$ cat config.mk
export PLATFORM = sky130hd
export DESIGN_NAME = alcor_regs
export DESIGN_NICKNAME = d
export VERILOG_FILES = /design/src/core/alcor_pkg.sv /design/src/core/alcor_regs.sv /design/src/core/alcor_loop_ovr.sv
export SDC_FILE = /design/constraint.sdc
export NUM_CORES = 1
export LEC_CHECK = 0
export BUFFER_PORTS_ARGS = -buffer_cell sky130_fd_sc_hd__buf_2
export CORE_UTILIZATION = 45
export DETAILED_ROUTE_END_ITERATION = 10
export MAX_ROUTING_LAYER = met4
export PLACE_DENSITY = 0.85
export SKIP_CTS_REPAIR_TIMING = 1
export SYNTH_ARGS = -nofsm -noshare
export SYNTH_HDL_FRONTEND = slang
export SYNTH_SLANG_ARGS = --single-unit
$ cat constraint.sdc
create_clock -name CLK -period 1.4 [get_ports CLK]
set_input_delay 0.14 -clock CLK [delete_from_list [all_inputs] [get_ports CLK]]
set_output_delay 0.14 -clock CLK [all_outputs]
set_load 0.05 [all_outputs]
$ cat src/core/alcor_pkg.sv
package alcor_pkg;
	// Register addresses (byte addresses on the 16-bit register port)
	localparam logic [15:0] ADDR_UPDATE    = 16'h000F;
	localparam logic [15:0] ADDR_GATE      = 16'h0FFF;
	localparam logic [15:0] ADDR_LOOP2_OVR = 16'h1688;
	localparam logic [15:0] ADDR_LOOP3_OVR = 16'h1788;
	localparam logic [15:0] ADDR_STATUS    = 16'h1800;

	// Values with a meaning
	localparam logic [7:0]  UPDATE_CMD     = 8'h01;
	localparam logic [7:0]  GATE_UNLOCK    = 8'hF9;
	localparam logic [7:0]  GATE_RESET     = 8'h00;

	// Override register fields
	localparam int          EN_BIT         = 0;
	localparam int          LVL_LSB        = 1;
	localparam int          LVL_MSB        = 2;
	localparam logic [1:0]  LVL_RESET      = 2'h0;
	localparam logic        EN_RESET       = 1'b0;
	localparam logic [4:0]  RSVD_ZERO      = 5'h00;

	// Status register fields
	localparam int          ST_GATE_BIT    = 0;
	localparam int          ST_PEND2_BIT   = 1;
	localparam int          ST_PEND3_BIT   = 2;
	localparam logic [7:0]  READ_ZERO      = 8'h00;

	// Commit sequencer states
	typedef enum logic [1:0] {
		ALCOR_IDLE   = 2'b00,
		ALCOR_COMMIT = 2'b01
	} alcor_state_e;
endpackage

$ cat src/core/alcor_regs.sv
`timescale 1ns/1ps
module alcor_regs
(
	// Clock and reset
	input  wire logic        CLK,
	input  wire logic        RST_B,
	// Register port
	input  wire logic [15:0] ADDR,
	input  wire logic [7:0]  WDATA,
	input  wire logic        WR,
	input  wire logic        RD,
	output logic      [7:0]  RDATA,
	// Analog loop two calibration override
	output logic      [1:0]  LOOP_TWO_CAL_LEVEL,
	output logic             LOOP_TWO_CAL_MANUAL,
	// Analog loop three calibration override
	output logic      [1:0]  LOOP_THREE_CAL_LEVEL,
	output logic             LOOP_THREE_CAL_MANUAL,
	// Access gate state
	output logic             CAL_ACCESS_OPEN
);
	logic [7:0] gate_reg, gate_next;
	logic [7:0] rdata_reg, rdata_next;
	logic       open_reg, open_next;
	logic       commit_reg, commit_next;
	alcor_pkg::alcor_state_e state_reg, state_next;
	logic       access_ok;
	logic       wr2, wr3;
	logic [2:0] staged2, staged3;
	logic       pend2, pend3;

	// Only the exact unlock code opens the gate
	assign access_ok = (gate_reg == alcor_pkg::GATE_UNLOCK);
	assign wr2 = WR && access_ok && (ADDR == alcor_pkg::ADDR_LOOP2_OVR);
	assign wr3 = WR && access_ok && (ADDR == alcor_pkg::ADDR_LOOP3_OVR);

	// Gate register and commit sequencer
	always_comb
	begin
		gate_next   = gate_reg;
		state_next  = state_reg;
		commit_next = 1'b0;
		if (WR && ADDR == alcor_pkg::ADDR_GATE)
			gate_next = WDATA;
		case (state_reg)
			alcor_pkg::ALCOR_IDLE:
			begin
				// Other update values are ignored
				if (WR && ADDR == alcor_pkg::ADDR_UPDATE && WDATA == alcor_pkg::UPDATE_CMD)
				begin
					state_next  = alcor_pkg::ALCOR_COMMIT;
					commit_next = 1'b1;
				end
			end
			alcor_pkg::ALCOR_COMMIT:
			begin
				// Back-to-back updates still commit
				state_next = alcor_pkg::ALCOR_IDLE;
				if (WR && ADDR == alcor_pkg::ADDR_UPDATE && WDATA == alcor_pkg::UPDATE_CMD)
				begin
					state_next  = alcor_pkg::ALCOR_COMMIT;
					commit_next = 1'b1;
				end
			end
			default:
				state_next = alcor_pkg::ALCOR_IDLE;
		endcase
		open_next = (gate_next == alcor_pkg::GATE_UNLOCK);
	end

	// Read mux; reserved and unmapped read zero
	always_comb
	begin
		rdata_next = alcor_pkg::READ_ZERO;
		if (RD)
		begin
			case (ADDR)
				alcor_pkg::ADDR_GATE:      rdata_next = gate_reg;
				alcor_pkg::ADDR_LOOP2_OVR: rdata_next = {alcor_pkg::RSVD_ZERO, staged2};
				alcor_pkg::ADDR_LOOP3_OVR: rdata_next = {alcor_pkg::RSVD_ZERO, staged3};
				alcor_pkg::ADDR_STATUS:
				begin
					rdata_next[alcor_pkg::ST_GATE_BIT]  = access_ok;
					rdata_next[alcor_pkg::ST_PEND2_BIT] = pend2;
					rdata_next[alcor_pkg::ST_PEND3_BIT] = pend3;
				end
				default:                   rdata_next = alcor_pkg::READ_ZERO;
			endcase
		end
	end

	// Registers of the control side
	always_ff @(posedge CLK or negedge RST_B)
	begin
		if (!RST_B)
		begin
			gate_reg   <= alcor_pkg::GATE_RESET;
			state_reg  <= alcor_pkg::ALCOR_IDLE;
			commit_reg <= 1'b0;
			open_reg   <= 1'b0;
			rdata_reg  <= alcor_pkg::READ_ZERO;
		end
		else
		begin
			gate_reg   <= gate_next;
			state_reg  <= state_next;
			commit_reg <= commit_next;
			open_reg   <= open_next;
			rdata_reg  <= rdata_next;
		end
	end

	// Commit lands one cycle after the update write; a staging write
	// in that same cycle is too late for this commit and stays pending
	alcor_loop_ovr u_loop2
	(
		.clk       (CLK),
		.rst_b     (RST_B),
		.wr_en     (wr2),
		.wr_data   (WDATA),
		.commit    (commit_reg),
		.staged    (staged2),
		.pending   (pend2),
		.level     (LOOP_TWO_CAL_LEVEL),
		.manual_en (LOOP_TWO_CAL_MANUAL)
	);

	alcor_loop_ovr u_loop3
	(
		.clk       (CLK),
		.rst_b     (RST_B),
		.wr_en     (wr3),
		.wr_data   (WDATA),
		.commit    (commit_reg),
		.staged    (staged3),
		.pending   (pend3),
		.level     (LOOP_THREE_CAL_LEVEL),
		.manual_en (LOOP_THREE_CAL_MANUAL)
	);

	assign RDATA           = rdata_reg;
	assign CAL_ACCESS_OPEN = open_reg;
endmodule // alcor_regs

$ cat src/core/alcor_loop_ovr.sv
`timescale 1ns/1ps
// One loop's staged and active calibration override
module alcor_loop_ovr
(
	// Clock and reset
	input  wire logic       clk,
	input  wire logic       rst_b,
	// Staging write, already gated
	input  wire logic       wr_en,
	input  wire logic [7:0] wr_data,
	// Commit strobe
	input  wire logic       commit,
	// Staged value for readback
	output logic      [2:0] staged,
	output logic            pending,
	// Applied value to the analog loop
	output logic      [1:0] level,
	output logic            manual_en
);
	logic [1:0] stg_lvl_reg, stg_lvl_next;
	logic       stg_en_reg, stg_en_next;
	logic [1:0] act_lvl_reg, act_lvl_next;
	logic       act_en_reg, act_en_next;
	logic       pend_reg, pend_next;

	// Staging takes writes; commit copies staged to active
	always_comb
	begin
		stg_lvl_next = stg_lvl_reg;
		stg_en_next  = stg_en_reg;
		act_lvl_next = act_lvl_reg;
		act_en_next  = act_en_reg;
		pend_next    = pend_reg;
		if (wr_en)
		begin
			stg_lvl_next = wr_data[alcor_pkg::LVL_MSB:alcor_pkg::LVL_LSB];
			stg_en_next  = wr_data[alcor_pkg::EN_BIT];
		end
		if (commit)
		begin
			act_lvl_next = stg_lvl_reg;
			act_en_next  = stg_en_reg;
			pend_next    = 1'b0;
		end
		// A write in the commit cycle stays pending; set beats clear
		if (wr_en)
			pend_next = 1'b1;
	end

	// Reset leaves automatic selection in charge
	always_ff @(posedge clk or negedge rst_b)
	begin
		if (!rst_b)
		begin
			stg_lvl_reg <= alcor_pkg::LVL_RESET;
			stg_en_reg  <= alcor_pkg::EN_RESET;
			act_lvl_reg <= alcor_pkg::LVL_RESET;
			act_en_reg  <= alcor_pkg::EN_RESET;
			pend_reg    <= 1'b0;
		end
		else
		begin
			stg_lvl_reg <= stg_lvl_next;
			stg_en_reg  <= stg_en_next;
			act_lvl_reg <= act_lvl_next;
			act_en_reg  <= act_en_next;
			pend_reg    <= pend_next;
		end
	end

	assign staged    = {stg_lvl_reg, stg_en_reg};
	assign pending   = pend_reg;
	assign level     = act_lvl_reg;
	assign manual_en = act_en_reg;
endmodule // alcor_loop_ovr

==> metrics.txt, run 1 <==
# TYPE chip_impl_metric gauge
chip_impl_metric{name="fmaxAchievable",unit="MHz"} 599
chip_impl_metric{name="antenna_left",unit=""} 0
chip_impl_metric{name="chipHeight",unit="um"} 58.0
chip_impl_metric{name="fp.dieArea",unit="um^2"} 3370
chip_impl_metric{name="route.final.wire_length",unit="mm"} 3.59
chip_impl_metric{name="global_route_track_usage_on_met1",unit="%"} 24.3
chip_impl_metric{name="power.ir.vdd_worst",unit="uV"} 537
chip_impl_metric{name="core_area",unit="um^2"} 2850
chip_impl_info{name="crit_path_start",value="ADDR[11]"} 1
chip_impl_info{name="min_path_type",value="in2reg"} 1
chip_impl_metric{name="initial_core_utilization",unit="%"} 49.5
chip_impl_metric{name="worst-slew-pin-transition",unit="ns"} 0.693
chip_impl_metric{name="worst-endpoint-arrival",unit="ns"} 1.89
chip_impl_metric{name="io-pin-count",unit=""} 43
chip_impl_metric{name="global_route.usage.met3",unit="%"} 5.13
chip_impl_metric{name="reg2reg_setup_slack",unit="ns"} -0.02
chip_impl_metric{name="final.min_clock_period",unit="ns"} 1.67
chip_impl_metric{name="postSynthAreaPerCell",unit="um^2"} 13.0
chip_impl_info{name="tritoncts_clock_tree",value="yes"} 1
chip_impl_metric{name="dr.first_iter.drc_count",unit=""} 38
chip_impl_metric{name="nFillCells",unit=""} 207
chip_impl_info{name="global_route.peak_usage_layer",value="met2"} 1
chip_impl_metric{name="critical_path_fanouts_max",unit=""} 4
chip_impl_metric{name="synth_instances",unit=""} 109
chip_impl_metric{name="cts.clk_slew.worst_paths",unit="ns"} 0.09
chip_impl_metric{name="cp.buffers_inverters",unit=""} 2
chip_impl_metric{name="route.detailed.vias_per_inst",unit=""} 5.74
chip_impl_metric{name="ys_types",unit=""} 29
chip_impl_metric{name="holdPathStages",unit=""} 2
chip_impl_metric{name="finalWorstSetupSlack",unit="ns"} -0.268
chip_impl_metric{name="count_of_flip_flops_with_a_built_in_enable_after_synthesis",unit=""} 0
chip_impl_metric{name="clock-skew-final",unit="ns"} 0.00632
chip_impl_metric{name="die_x",unit="um"} 58.0
chip_impl_metric{name="antenna-diode-count",unit=""} 0
chip_impl_metric{name="vias_in_the_first_global_route",unit=""} 1210
chip_impl_metric{name="maximum_number_of_pins_on_one_net_before_global_route_repair",unit=""} 33
chip_impl_metric{name="grt_first_pass_wirelength",unit="mm"} 5.32
chip_impl_metric{name="timing.slew.headroom",unit="%"} 53.8
chip_impl_metric{name="drt_pass1_iterations",unit=""} 5
chip_impl_metric{name="met2_usage",unit="%"} 38.1
chip_impl_metric{name="grt.total_usage",unit="%"} 22.4
chip_impl_info{name="synth_top_flop_cell",value="sky130_fd_sc_hd__dfrtp_1"} 1
chip_impl_metric{name="design_area",unit="um^2"} 1950
chip_impl_metric{name="synth.cell_area",unit="um^2"} 1410
chip_impl_metric{name="insertion_delay",unit="ns"} 0.33
chip_impl_metric{name="internal-power",unit="mW"} 1.26
chip_impl_metric{name="tritoncts.num_buffers",unit=""} 5
chip_impl_metric{name="seq_area_frac_synth",unit="%"} 56.7
chip_impl_metric{name="port_buffers",unit=""} 42
chip_impl_metric{name="p_per_area",unit="nW/um^2"} 834
chip_impl_metric{name="htree_levels",unit=""} 2
chip_impl_metric{name="ys.warnings.count",unit=""} 0
chip_impl_metric{name="timing_hold_violations_final",unit=""} 0
chip_impl_metric{name="ys_seq_elements",unit=""} 32
chip_impl_metric{name="max_cap_viol_count",unit=""} 0
chip_impl_metric{name="dpl.hpwl",unit="mm"} 2.47
chip_impl_metric{name="post_detailed_route_wirelength_per_cell",unit="um"} 17.4
chip_impl_info{name="cpMaxStageDelayCell",value="sky130_fd_sc_hd__or4_4"} 1
chip_impl_info{name="status",value="complete, but fails checks"} 1
chip_impl_metric{name="areaGrowthSynthToFinish",unit="%"} 38.3
chip_impl_metric{name="total_clock_sinks",unit=""} 32
chip_impl_metric{name="num-nets-final",unit=""} 203
chip_impl_metric{name="final_period_utilization",unit="%"} 119
chip_impl_metric{name="synth_async_sr_flop_share",unit="%"} 100
chip_impl_metric{name="required",unit="ns"} 1.63
chip_impl_metric{name="critical_path.max_stage_delay",unit="ns"} 0.53
chip_impl_metric{name="via_count",unit=""} 1182
chip_impl_metric{name="grt_overflow_total",unit=""} 0
chip_impl_info{name="grt_setup_unrepaired",value="yes"} 1
chip_impl_metric{name="power.share.clock",unit="%"} 35.8
chip_impl_info{name="clock_tree.root_cell",value="sky130_fd_sc_hd__clkbuf_4"} 1
chip_impl_info{name="synth.cells.most_frequent",value="sky130_fd_sc_hd__dfrtp_1, sky130_fd_sc_hd__mux2_2, sky130_fd_sc_hd__a22oi_1, sky130_fd_sc_hd__and3_1, sky130_fd_sc_hd__nand2_1"} 1
chip_impl_metric{name="switching_power",unit="mW"} 0.367
chip_impl_info{name="violated_checks",value="negative setup slack"} 1
chip_impl_metric{name="replace_congestion",unit=""} 0.812
chip_impl_metric{name="clock_path_buffers",unit=""} 2
chip_impl_metric{name="swShare",unit="%"} 22.5
chip_impl_info{name="synth.most_common_cell",value="sky130_fd_sc_hd__dfrtp_1"} 1
chip_impl_metric{name="seq_power_share",unit="%"} 56.7
chip_impl_info{name="crit-reg2reg-capture",value="u_loop3.stg_lvl_reg[0]$_DFFE_PN0P_"} 1
chip_impl_metric{name="leakage",unit="nW"} 1.04
chip_impl_metric{name="detailed_place.area",unit="um^2"} 1780
chip_impl_metric{name="antenna_found_initial",unit=""} 0
chip_impl_metric{name="mappedNetlistNets",unit=""} 137
chip_impl_metric{name="synth_largest_type_area_fraction",unit="%"} 56.7
chip_impl_metric{name="fin_util",unit="%"} 68.5
chip_impl_metric{name="layout-drive-gt1-share",unit="%"} 57.7
chip_impl_info{name="cell_by_cell_trace_of_the_critical_path",value="buf_6, or4_4, or3b_4, buf_4, nor3_4, nand3_4, mux2_2"} 1
chip_impl_metric{name="worst_r2r_path_depth",unit=""} 4
chip_impl_metric{name="final-setup-viol-count",unit=""} 10
chip_impl_info{name="critical-path-top-delay-family",value="simple AND/OR/NAND/NOR gates"} 1
chip_impl_info{name="worstSetupStartpointType",value="input pin"} 1
chip_impl_info{name="endpoint",value="u_loop2.stg_lvl_reg[1]$_DFFE_PN0P_"} 1
chip_impl_info{name="yosys-top-cells-area",value="sky130_fd_sc_hd__dfrtp_1, sky130_fd_sc_hd__mux2_2, sky130_fd_sc_hd__a22oi_1"} 1
chip_impl_metric{name="num_rows",unit=""} 19
chip_impl_info{name="synth_area_leader_cell",value="sky130_fd_sc_hd__dfrtp_1"} 1
chip_impl_info{name="cp-end-kind",value="register"} 1
chip_impl_metric{name="report.final.slew_viol_count",unit=""} 0
chip_impl_metric{name="combPwrFrac",unit="%"} 7.5
chip_impl_metric{name="placement.setup.worst_slack",unit="ns"} -0.654
chip_impl_metric{name="route.detailed.drc",unit=""} 0
chip_impl_info{name="worst-setup-path-type",value="in2reg"} 1
chip_impl_metric{name="critical_path_cell_count",unit=""} 7
chip_impl_info{name="crit-reg2reg-launch",value="gate_reg[2]$_DFF_PN0_"} 1
[cells in the final DEF (no fill, tap or decap)]
master / count
sky130_fd_sc_hd__buf_2: 40
sky130_fd_sc_hd__dfrtp_1: 32
sky130_fd_sc_hd__mux2_2: 17
sky130_fd_sc_hd__buf_4: 17
sky130_fd_sc_hd__nand2_1: 6
sky130_fd_sc_hd__and3_1: 6
sky130_fd_sc_hd__a22oi_1: 6
sky130_fd_sc_hd__clkbuf_4: 5
sky130_fd_sc_hd__nor3_1: 4
sky130_fd_sc_hd__nor3_4: 3
sky130_fd_sc_hd__a21oi_1: 3
sky130_fd_sc_hd__nand3_4: 3
sky130_fd_sc_hd__mux2_4: 3
sky130_fd_sc_hd__nand4_1: 2
sky130_fd_sc_hd__nand3_1: 2
sky130_fd_sc_hd__or4b_4: 2
sky130_fd_sc_hd__nand4b_1: 2
sky130_fd_sc_hd__inv_1: 2
sky130_fd_sc_hd__clkbuf_8: 2
sky130_fd_sc_hd__buf_6: 2
sky130_fd_sc_hd__and2_2: 1
sky130_fd_sc_hd__or2_2: 1
sky130_fd_sc_hd__nor4_4: 1
sky130_fd_sc_hd__or4_4: 1
sky130_fd_sc_hd__or3b_4: 1
sky130_fd_sc_hd__o41ai_2: 1
sky130_fd_sc_hd__nor2_1: 1
sky130_fd_sc_hd__nor3b_1: 1
sky130_fd_sc_hd__o21ai_0: 1
sky130_fd_sc_hd__or3_1: 1
sky130_fd_sc_hd__nor4b_1: 1
sky130_fd_sc_hd__nor4_1: 1
sky130_fd_sc_hd__and3_4: 1
sky130_fd_sc_hd__o21ai_1: 1
sky130_fd_sc_hd__a21o_1: 1
sky130_fd_sc_hd__dlygate4sd3_1: 1
[metrics by stage]
stage	total power, mW	std cells	hold WS [ns]	TNS (ns)
final	1.63	206	0.0709	-2.32
after CTS	1.62	201	-0.143	-3.65
after global routing	1.68	206	0.0654	-2.62
after global placement	1.05	194	0.199	-11.70
after detailed placement	1.05	194	0.220	-12.49
after floorplan	0.962	109	-0.156	-7.59
[area by class of cell]
| type | instances | area [um^2] | share of cell area, % |
|---|---|---|---|
| sequential | 32 | 801 | 41.0 |
| clock buffer | 7 | 65.1 | 3.33 |
| tap | 31 | 38.8 | 1.99 |
| timing repair buffer | 60 | 360 | 18.4 |
| inverter | 2 | 7.51 | 0.384 |
| multi-input combinational | 74 | 681 | 34.8 |
[worst register-to-register path: cells and delay by family (launching register included)]
family	cells	cell delay (ns)
flops	1	0.40
mux	1	0.31
simple gates	3	0.60
[routing by layer]
metal	wire [um]	vias to the layer above	share of wire (%)
li1	-	542	-
met1	1390	568	39
met2	1900	61	53
met3	203	11	5.7
met4	95	0	2.6
met5	0	-	0
[logic make-up after synthesis]
group,Yosys count,synth area share [%]
AOI/OAI and AO/OA,13,6.11
buffers and inverters,4,1.06
DFF,32,56.7
muxes,20,15.9
and+or+nand+nor,40,20.2
[power by group through the flow]
stage | combinational [mW] | sequential, mW | clock [mW]
4_1_cts | 0.110 | 0.924 | 0.591
2_1_floorplan | 0.0194 | 0.942 | 0
5_1_grt | 0.136 | 0.924 | 0.623
3_3_place_gp | 0.103 | 0.942 | 0
3_5_place_dp | 0.110 | 0.942 | 0
6_report | 0.122 | 0.924 | 0.583
[worst min-delay path by stage]
stage | from | end | slack (ns)
finish | WDATA[3] | gate_reg[3]$_DFF_PN0_ | 0.07
global route | WDATA[3] | gate_reg[3]$_DFF_PN0_ | 0.07
CTS | RST_B | RDATA[4]$_DFF_PN0_ | -0.14
detailed placement | RST_B | gate_reg[4]$_DFF_PN0_ | 0.22
global placement | RST_B | gate_reg[5]$_DFF_PN0_ | 0.20
floorplan | RST_B | CAL_ACCESS_OPEN$_DFF_PN0_ | -0.16
Power figures use the tool's default switching activity.
==> run 2, diff against run 1 <==
--- a/config.mk
+++ b/config.mk
@@ -13,4 +13,5 @@
 export SKIP_CTS_REPAIR_TIMING = 1
 export SYNTH_ARGS = -nofsm -noshare
 export SYNTH_HDL_FRONTEND = slang
+export SYNTH_HIERARCHICAL = 1
 export SYNTH_SLANG_ARGS = --single-unit
==> metrics.txt, run 2 <==
# TYPE chip_impl_metric gauge
chip_impl_info{name="status",value="complete, but fails checks"} 1
chip_impl_info{name="violated_checks",value="design-rule violations, negative setup slack"} 1
chip_impl_metric{name="die_x",unit="um"} 57.9
chip_impl_info{name="synth.cells.most_frequent",value="sky130_fd_sc_hd__dfrtp_1, sky130_fd_sc_hd__mux2_2, sky130_fd_sc_hd__and3_1, sky130_fd_sc_hd__a22oi_1, sky130_fd_sc_hd__nand4_1"} 1
chip_impl_metric{name="grt_overflow_total",unit=""} 0
chip_impl_metric{name="worst_r2r_path_depth",unit=""} 4
chip_impl_metric{name="grt_first_pass_wirelength",unit="mm"} 5.72
chip_impl_info{name="most_used_cells_in_the_layout_excluding_fill_and_tap_cells",value="sky130_fd_sc_hd__buf_2, sky130_fd_sc_hd__dfrtp_1, sky130_fd_sc_hd__buf_4, sky130_fd_sc_hd__mux2_2, sky130_fd_sc_hd__mux2_4"} 1
chip_impl_info{name="clock_tree.root_cell",value="sky130_fd_sc_hd__clkbuf_4"} 1
chip_impl_metric{name="fin_util",unit="%"} 68.3
chip_impl_metric{name="htree_levels",unit=""} 2
chip_impl_metric{name="finalHoldWorstSlack",unit="ns"} 0.0650
chip_impl_metric{name="final_period_utilization",unit="%"} 118
chip_impl_metric{name="antenna-diode-count",unit=""} 0
chip_impl_metric{name="dp_cells",unit=""} 194
chip_impl_metric{name="dpl.hpwl",unit="mm"} 2.66
chip_impl_info{name="tritoncts_clock_tree",value="yes"} 1
chip_impl_metric{name="reg2reg_setup_slack",unit="ns"} -0.05
chip_impl_metric{name="postSynthAreaPerCell",unit="um^2"} 12.9
chip_impl_metric{name="worst-endpoint-arrival",unit="ns"} 1.91
chip_impl_metric{name="timing_hold_violations_final",unit=""} 0
chip_impl_info{name="cp-end-kind",value="register"} 1
chip_impl_info{name="synth_top_flop_cell",value="sky130_fd_sc_hd__dfrtp_1"} 1
chip_impl_metric{name="critical_path_fanouts_max",unit=""} 4
chip_impl_info{name="crit-reg2reg-capture",value="u_loop2/stg_lvl_reg[0]$_DFFE_PN0P_"} 1
chip_impl_metric{name="clock_path_buffers",unit=""} 2
chip_impl_metric{name="port_buffers",unit=""} 42
chip_impl_metric{name="grt.total_usage",unit="%"} 23.9
chip_impl_metric{name="via_count",unit=""} 1200
chip_impl_metric{name="finalWorstSetupSlack",unit="ns"} -0.246
chip_impl_info{name="global_route.peak_usage_layer",value="met2"} 1
chip_impl_metric{name="maximum_number_of_pins_on_one_net_before_global_route_repair",unit=""} 33
chip_impl_metric{name="design_area",unit="um^2"} 1950
chip_impl_metric{name="layout-drive-gt1-share",unit="%"} 59.8
chip_impl_info{name="synth.most_common_cell",value="sky130_fd_sc_hd__dfrtp_1"} 1
chip_impl_metric{name="met2_usage",unit="%"} 41.1
chip_impl_metric{name="drt_pass1_iterations",unit=""} 8
chip_impl_metric{name="synth_async_sr_flop_share",unit="%"} 100
chip_impl_metric{name="power.ir.vdd_worst",unit="uV"} 507
chip_impl_metric{name="insertion_delay",unit="ns"} 0.34
chip_impl_metric{name="leakage",unit="nW"} 1.02
chip_impl_metric{name="vias_in_the_first_global_route",unit=""} 1266
chip_impl_metric{name="max_cap_viol_count",unit=""} 0
chip_impl_info{name="layout.cells.most_common",value="sky130_fd_sc_hd__buf_2"} 1
chip_impl_metric{name="antenna_left",unit=""} 0
chip_impl_metric{name="global_route.usage.met3",unit="%"} 4.24
chip_impl_metric{name="ys_seq_elements",unit=""} 32
chip_impl_info{name="synth_area_leader_cell",value="sky130_fd_sc_hd__dfrtp_1"} 1
chip_impl_metric{name="post_detailed_route_wirelength_per_cell",unit="um"} 17.6
chip_impl_info{name="worst-setup-path-type",value="in2reg"} 1
chip_impl_metric{name="synth_largest_type_area_fraction",unit="%"} 56.9
chip_impl_metric{name="final.min_clock_period",unit="ns"} 1.65
chip_impl_metric{name="initial_core_utilization",unit="%"} 49.3
chip_impl_metric{name="num-nets-final",unit=""} 202
chip_impl_metric{name="io-pin-count",unit=""} 43
chip_impl_info{name="cpMaxStageDelayCell",value="sky130_fd_sc_hd__or4_4"} 1
chip_impl_info{name="grt_setup_unrepaired",value="yes"} 1
chip_impl_metric{name="instances_no_fill",unit=""} 205
chip_impl_metric{name="cp.buffers_inverters",unit=""} 2
chip_impl_metric{name="fmaxAchievable",unit="MHz"} 607
chip_impl_info{name="endpoint",value="RDATA[0]$_DFF_PN0_"} 1
chip_impl_metric{name="antenna_found_initial",unit=""} 0
chip_impl_metric{name="synth_instances",unit=""} 109
chip_impl_metric{name="worst-slew-pin-transition",unit="ns"} 0.692
chip_impl_metric{name="final-setup-viol-count",unit=""} 9
chip_impl_metric{name="p_per_area",unit="nW/um^2"} 782
chip_impl_info{name="crit-reg2reg-launch",value="gate_reg[1]$_DFF_PN0_"} 1
chip_impl_metric{name="detailed_place.area",unit="um^2"} 1800
chip_impl_metric{name="route.detailed.drc",unit=""} 1
chip_impl_metric{name="replace_congestion",unit=""} 0.880
chip_impl_metric{name="ys_types",unit=""} 25
chip_impl_metric{name="route.final.wire_length",unit="mm"} 3.61
chip_impl_metric{name="global_route_track_usage_on_met1",unit="%"} 25.4
chip_impl_info{name="yosys-top-cells-area",value="sky130_fd_sc_hd__dfrtp_1, sky130_fd_sc_hd__mux2_2, sky130_fd_sc_hd__and3_1"} 1
chip_impl_metric{name="count_of_flip_flops_with_a_built_in_enable_after_synthesis",unit=""} 0
chip_impl_info{name="hold_start",value="WDATA[4]"} 1
chip_impl_metric{name="ys.warnings.count",unit=""} 6
chip_impl_metric{name="cts.clk_slew.worst_paths",unit="ns"} 0.10
chip_impl_metric{name="required",unit="ns"} 1.67
chip_impl_metric{name="critical_path_cell_count",unit=""} 7
chip_impl_metric{name="fp.dieArea",unit="um^2"} 3360
chip_impl_metric{name="dr.first_iter.drc_count",unit=""} 23
chip_impl_info{name="crit_path_start",value="ADDR[8]"} 1
chip_impl_info{name="min_path_type",value="in2reg"} 1
chip_impl_metric{name="core_area",unit="um^2"} 2850
chip_impl_metric{name="tritoncts.num_buffers",unit=""} 5
chip_impl_info{name="cell_by_cell_trace_of_the_critical_path",value="buf_6, or4_4, or4_4, nor4b_4, buf_6, o41ai_4, a21oi_1"} 1
chip_impl_metric{name="chipHeight",unit="um"} 57.9
chip_impl_info{name="worstSetupStartpointType",value="input pin"} 1
chip_impl_metric{name="total_clock_sinks",unit=""} 32
chip_impl_metric{name="num_rows",unit=""} 19
chip_impl_metric{name="route.detailed.vias_per_inst",unit=""} 5.85
chip_impl_metric{name="critical_path.max_stage_delay",unit="ns"} 0.52
chip_impl_metric{name="post-layout-total-power",unit="mW"} 1.52
chip_impl_metric{name="areaGrowthSynthToFinish",unit="%"} 38.4
chip_impl_metric{name="timing.slew.headroom",unit="%"} 53.9
chip_impl_info{name="critical-path-top-delay-family",value="simple AND/OR/NAND/NOR gates"} 1
chip_impl_metric{name="report.final.slew_viol_count",unit=""} 0
chip_impl_metric{name="clock-skew-final",unit="ns"} 0.00970
chip_impl_metric{name="mappedNetlistNets",unit=""} 137
chip_impl_metric{name="synth.cell_area",unit="um^2"} 1410
chip_impl_metric{name="seq_area_frac_synth",unit="%"} 56.9
run 2: layout make-up:
cell class / count / area [um^2]
fill: 204 / 905
sequential: 32 / 801
multi-input combinational: 70 / 678
timing repair buffer: 62 / 373
clock buffer: 6 / 41.3
tap: 31 / 38.8
inverter: 3 / 11.3
clock inverter: 1 / 5.00
run 2: report_power, final:
group          internal (mW)  switching (mW)
sequential             0.924       0.0000635
combinational         0.0535          0.0633
clock                  0.185           0.299
total                   1.16           0.362
run 2: stage by stage:
step | TNS (ns) | worst slack (ns)
detailed placement | -6.16 | -0.572
finish | -0.997 | -0.246
global route | -1.71 | -0.277
floorplan | -2.13 | -0.294
global placement | -5.27 | -0.448
CTS | -1.28 | -0.219
run 2: worst register-to-register path: cells and delay by family (launching register included):
kind	cells	cell delay, ns
AND/OR/NAND/NOR	3	0.63
flip-flops	1	0.40
multiplexers	1	0.31
run 2: kinds of logic (layout without fill, tap and decap cells):
family,count (synthesis),count (layout),share of synthesized area (%)
muxes,20,20,16.0
AOI/OAI and AO/OA,13,13,7.02
and+or+nand+nor,37,37,17.7
buffers and inverters,7,72,2.40
DFF,32,32,56.9
run 2: worst min-delay path by stage:
stage,end,cells after the start
floorplan,CAL_ACCESS_OPEN$_DFF_PN0_,0
global placement,gate_reg[5]$_DFF_PN0_,1
detailed placement,CAL_ACCESS_OPEN$_DFF_PN0_,1
CTS,CAL_ACCESS_OPEN$_DFF_PN0_,1
global route,gate_reg[4]$_DFF_PN0_,2
finish,gate_reg[4]$_DFF_PN0_,2
run 2: per-layer routing:
layer	routed length, um	part of all wire, %	vias to the layer above
met2	1900	52	46
met5	0	0	-
met4	142	3.9	0
met1	1430	40	598
met3	144	4.0	17
li1	-	-	539
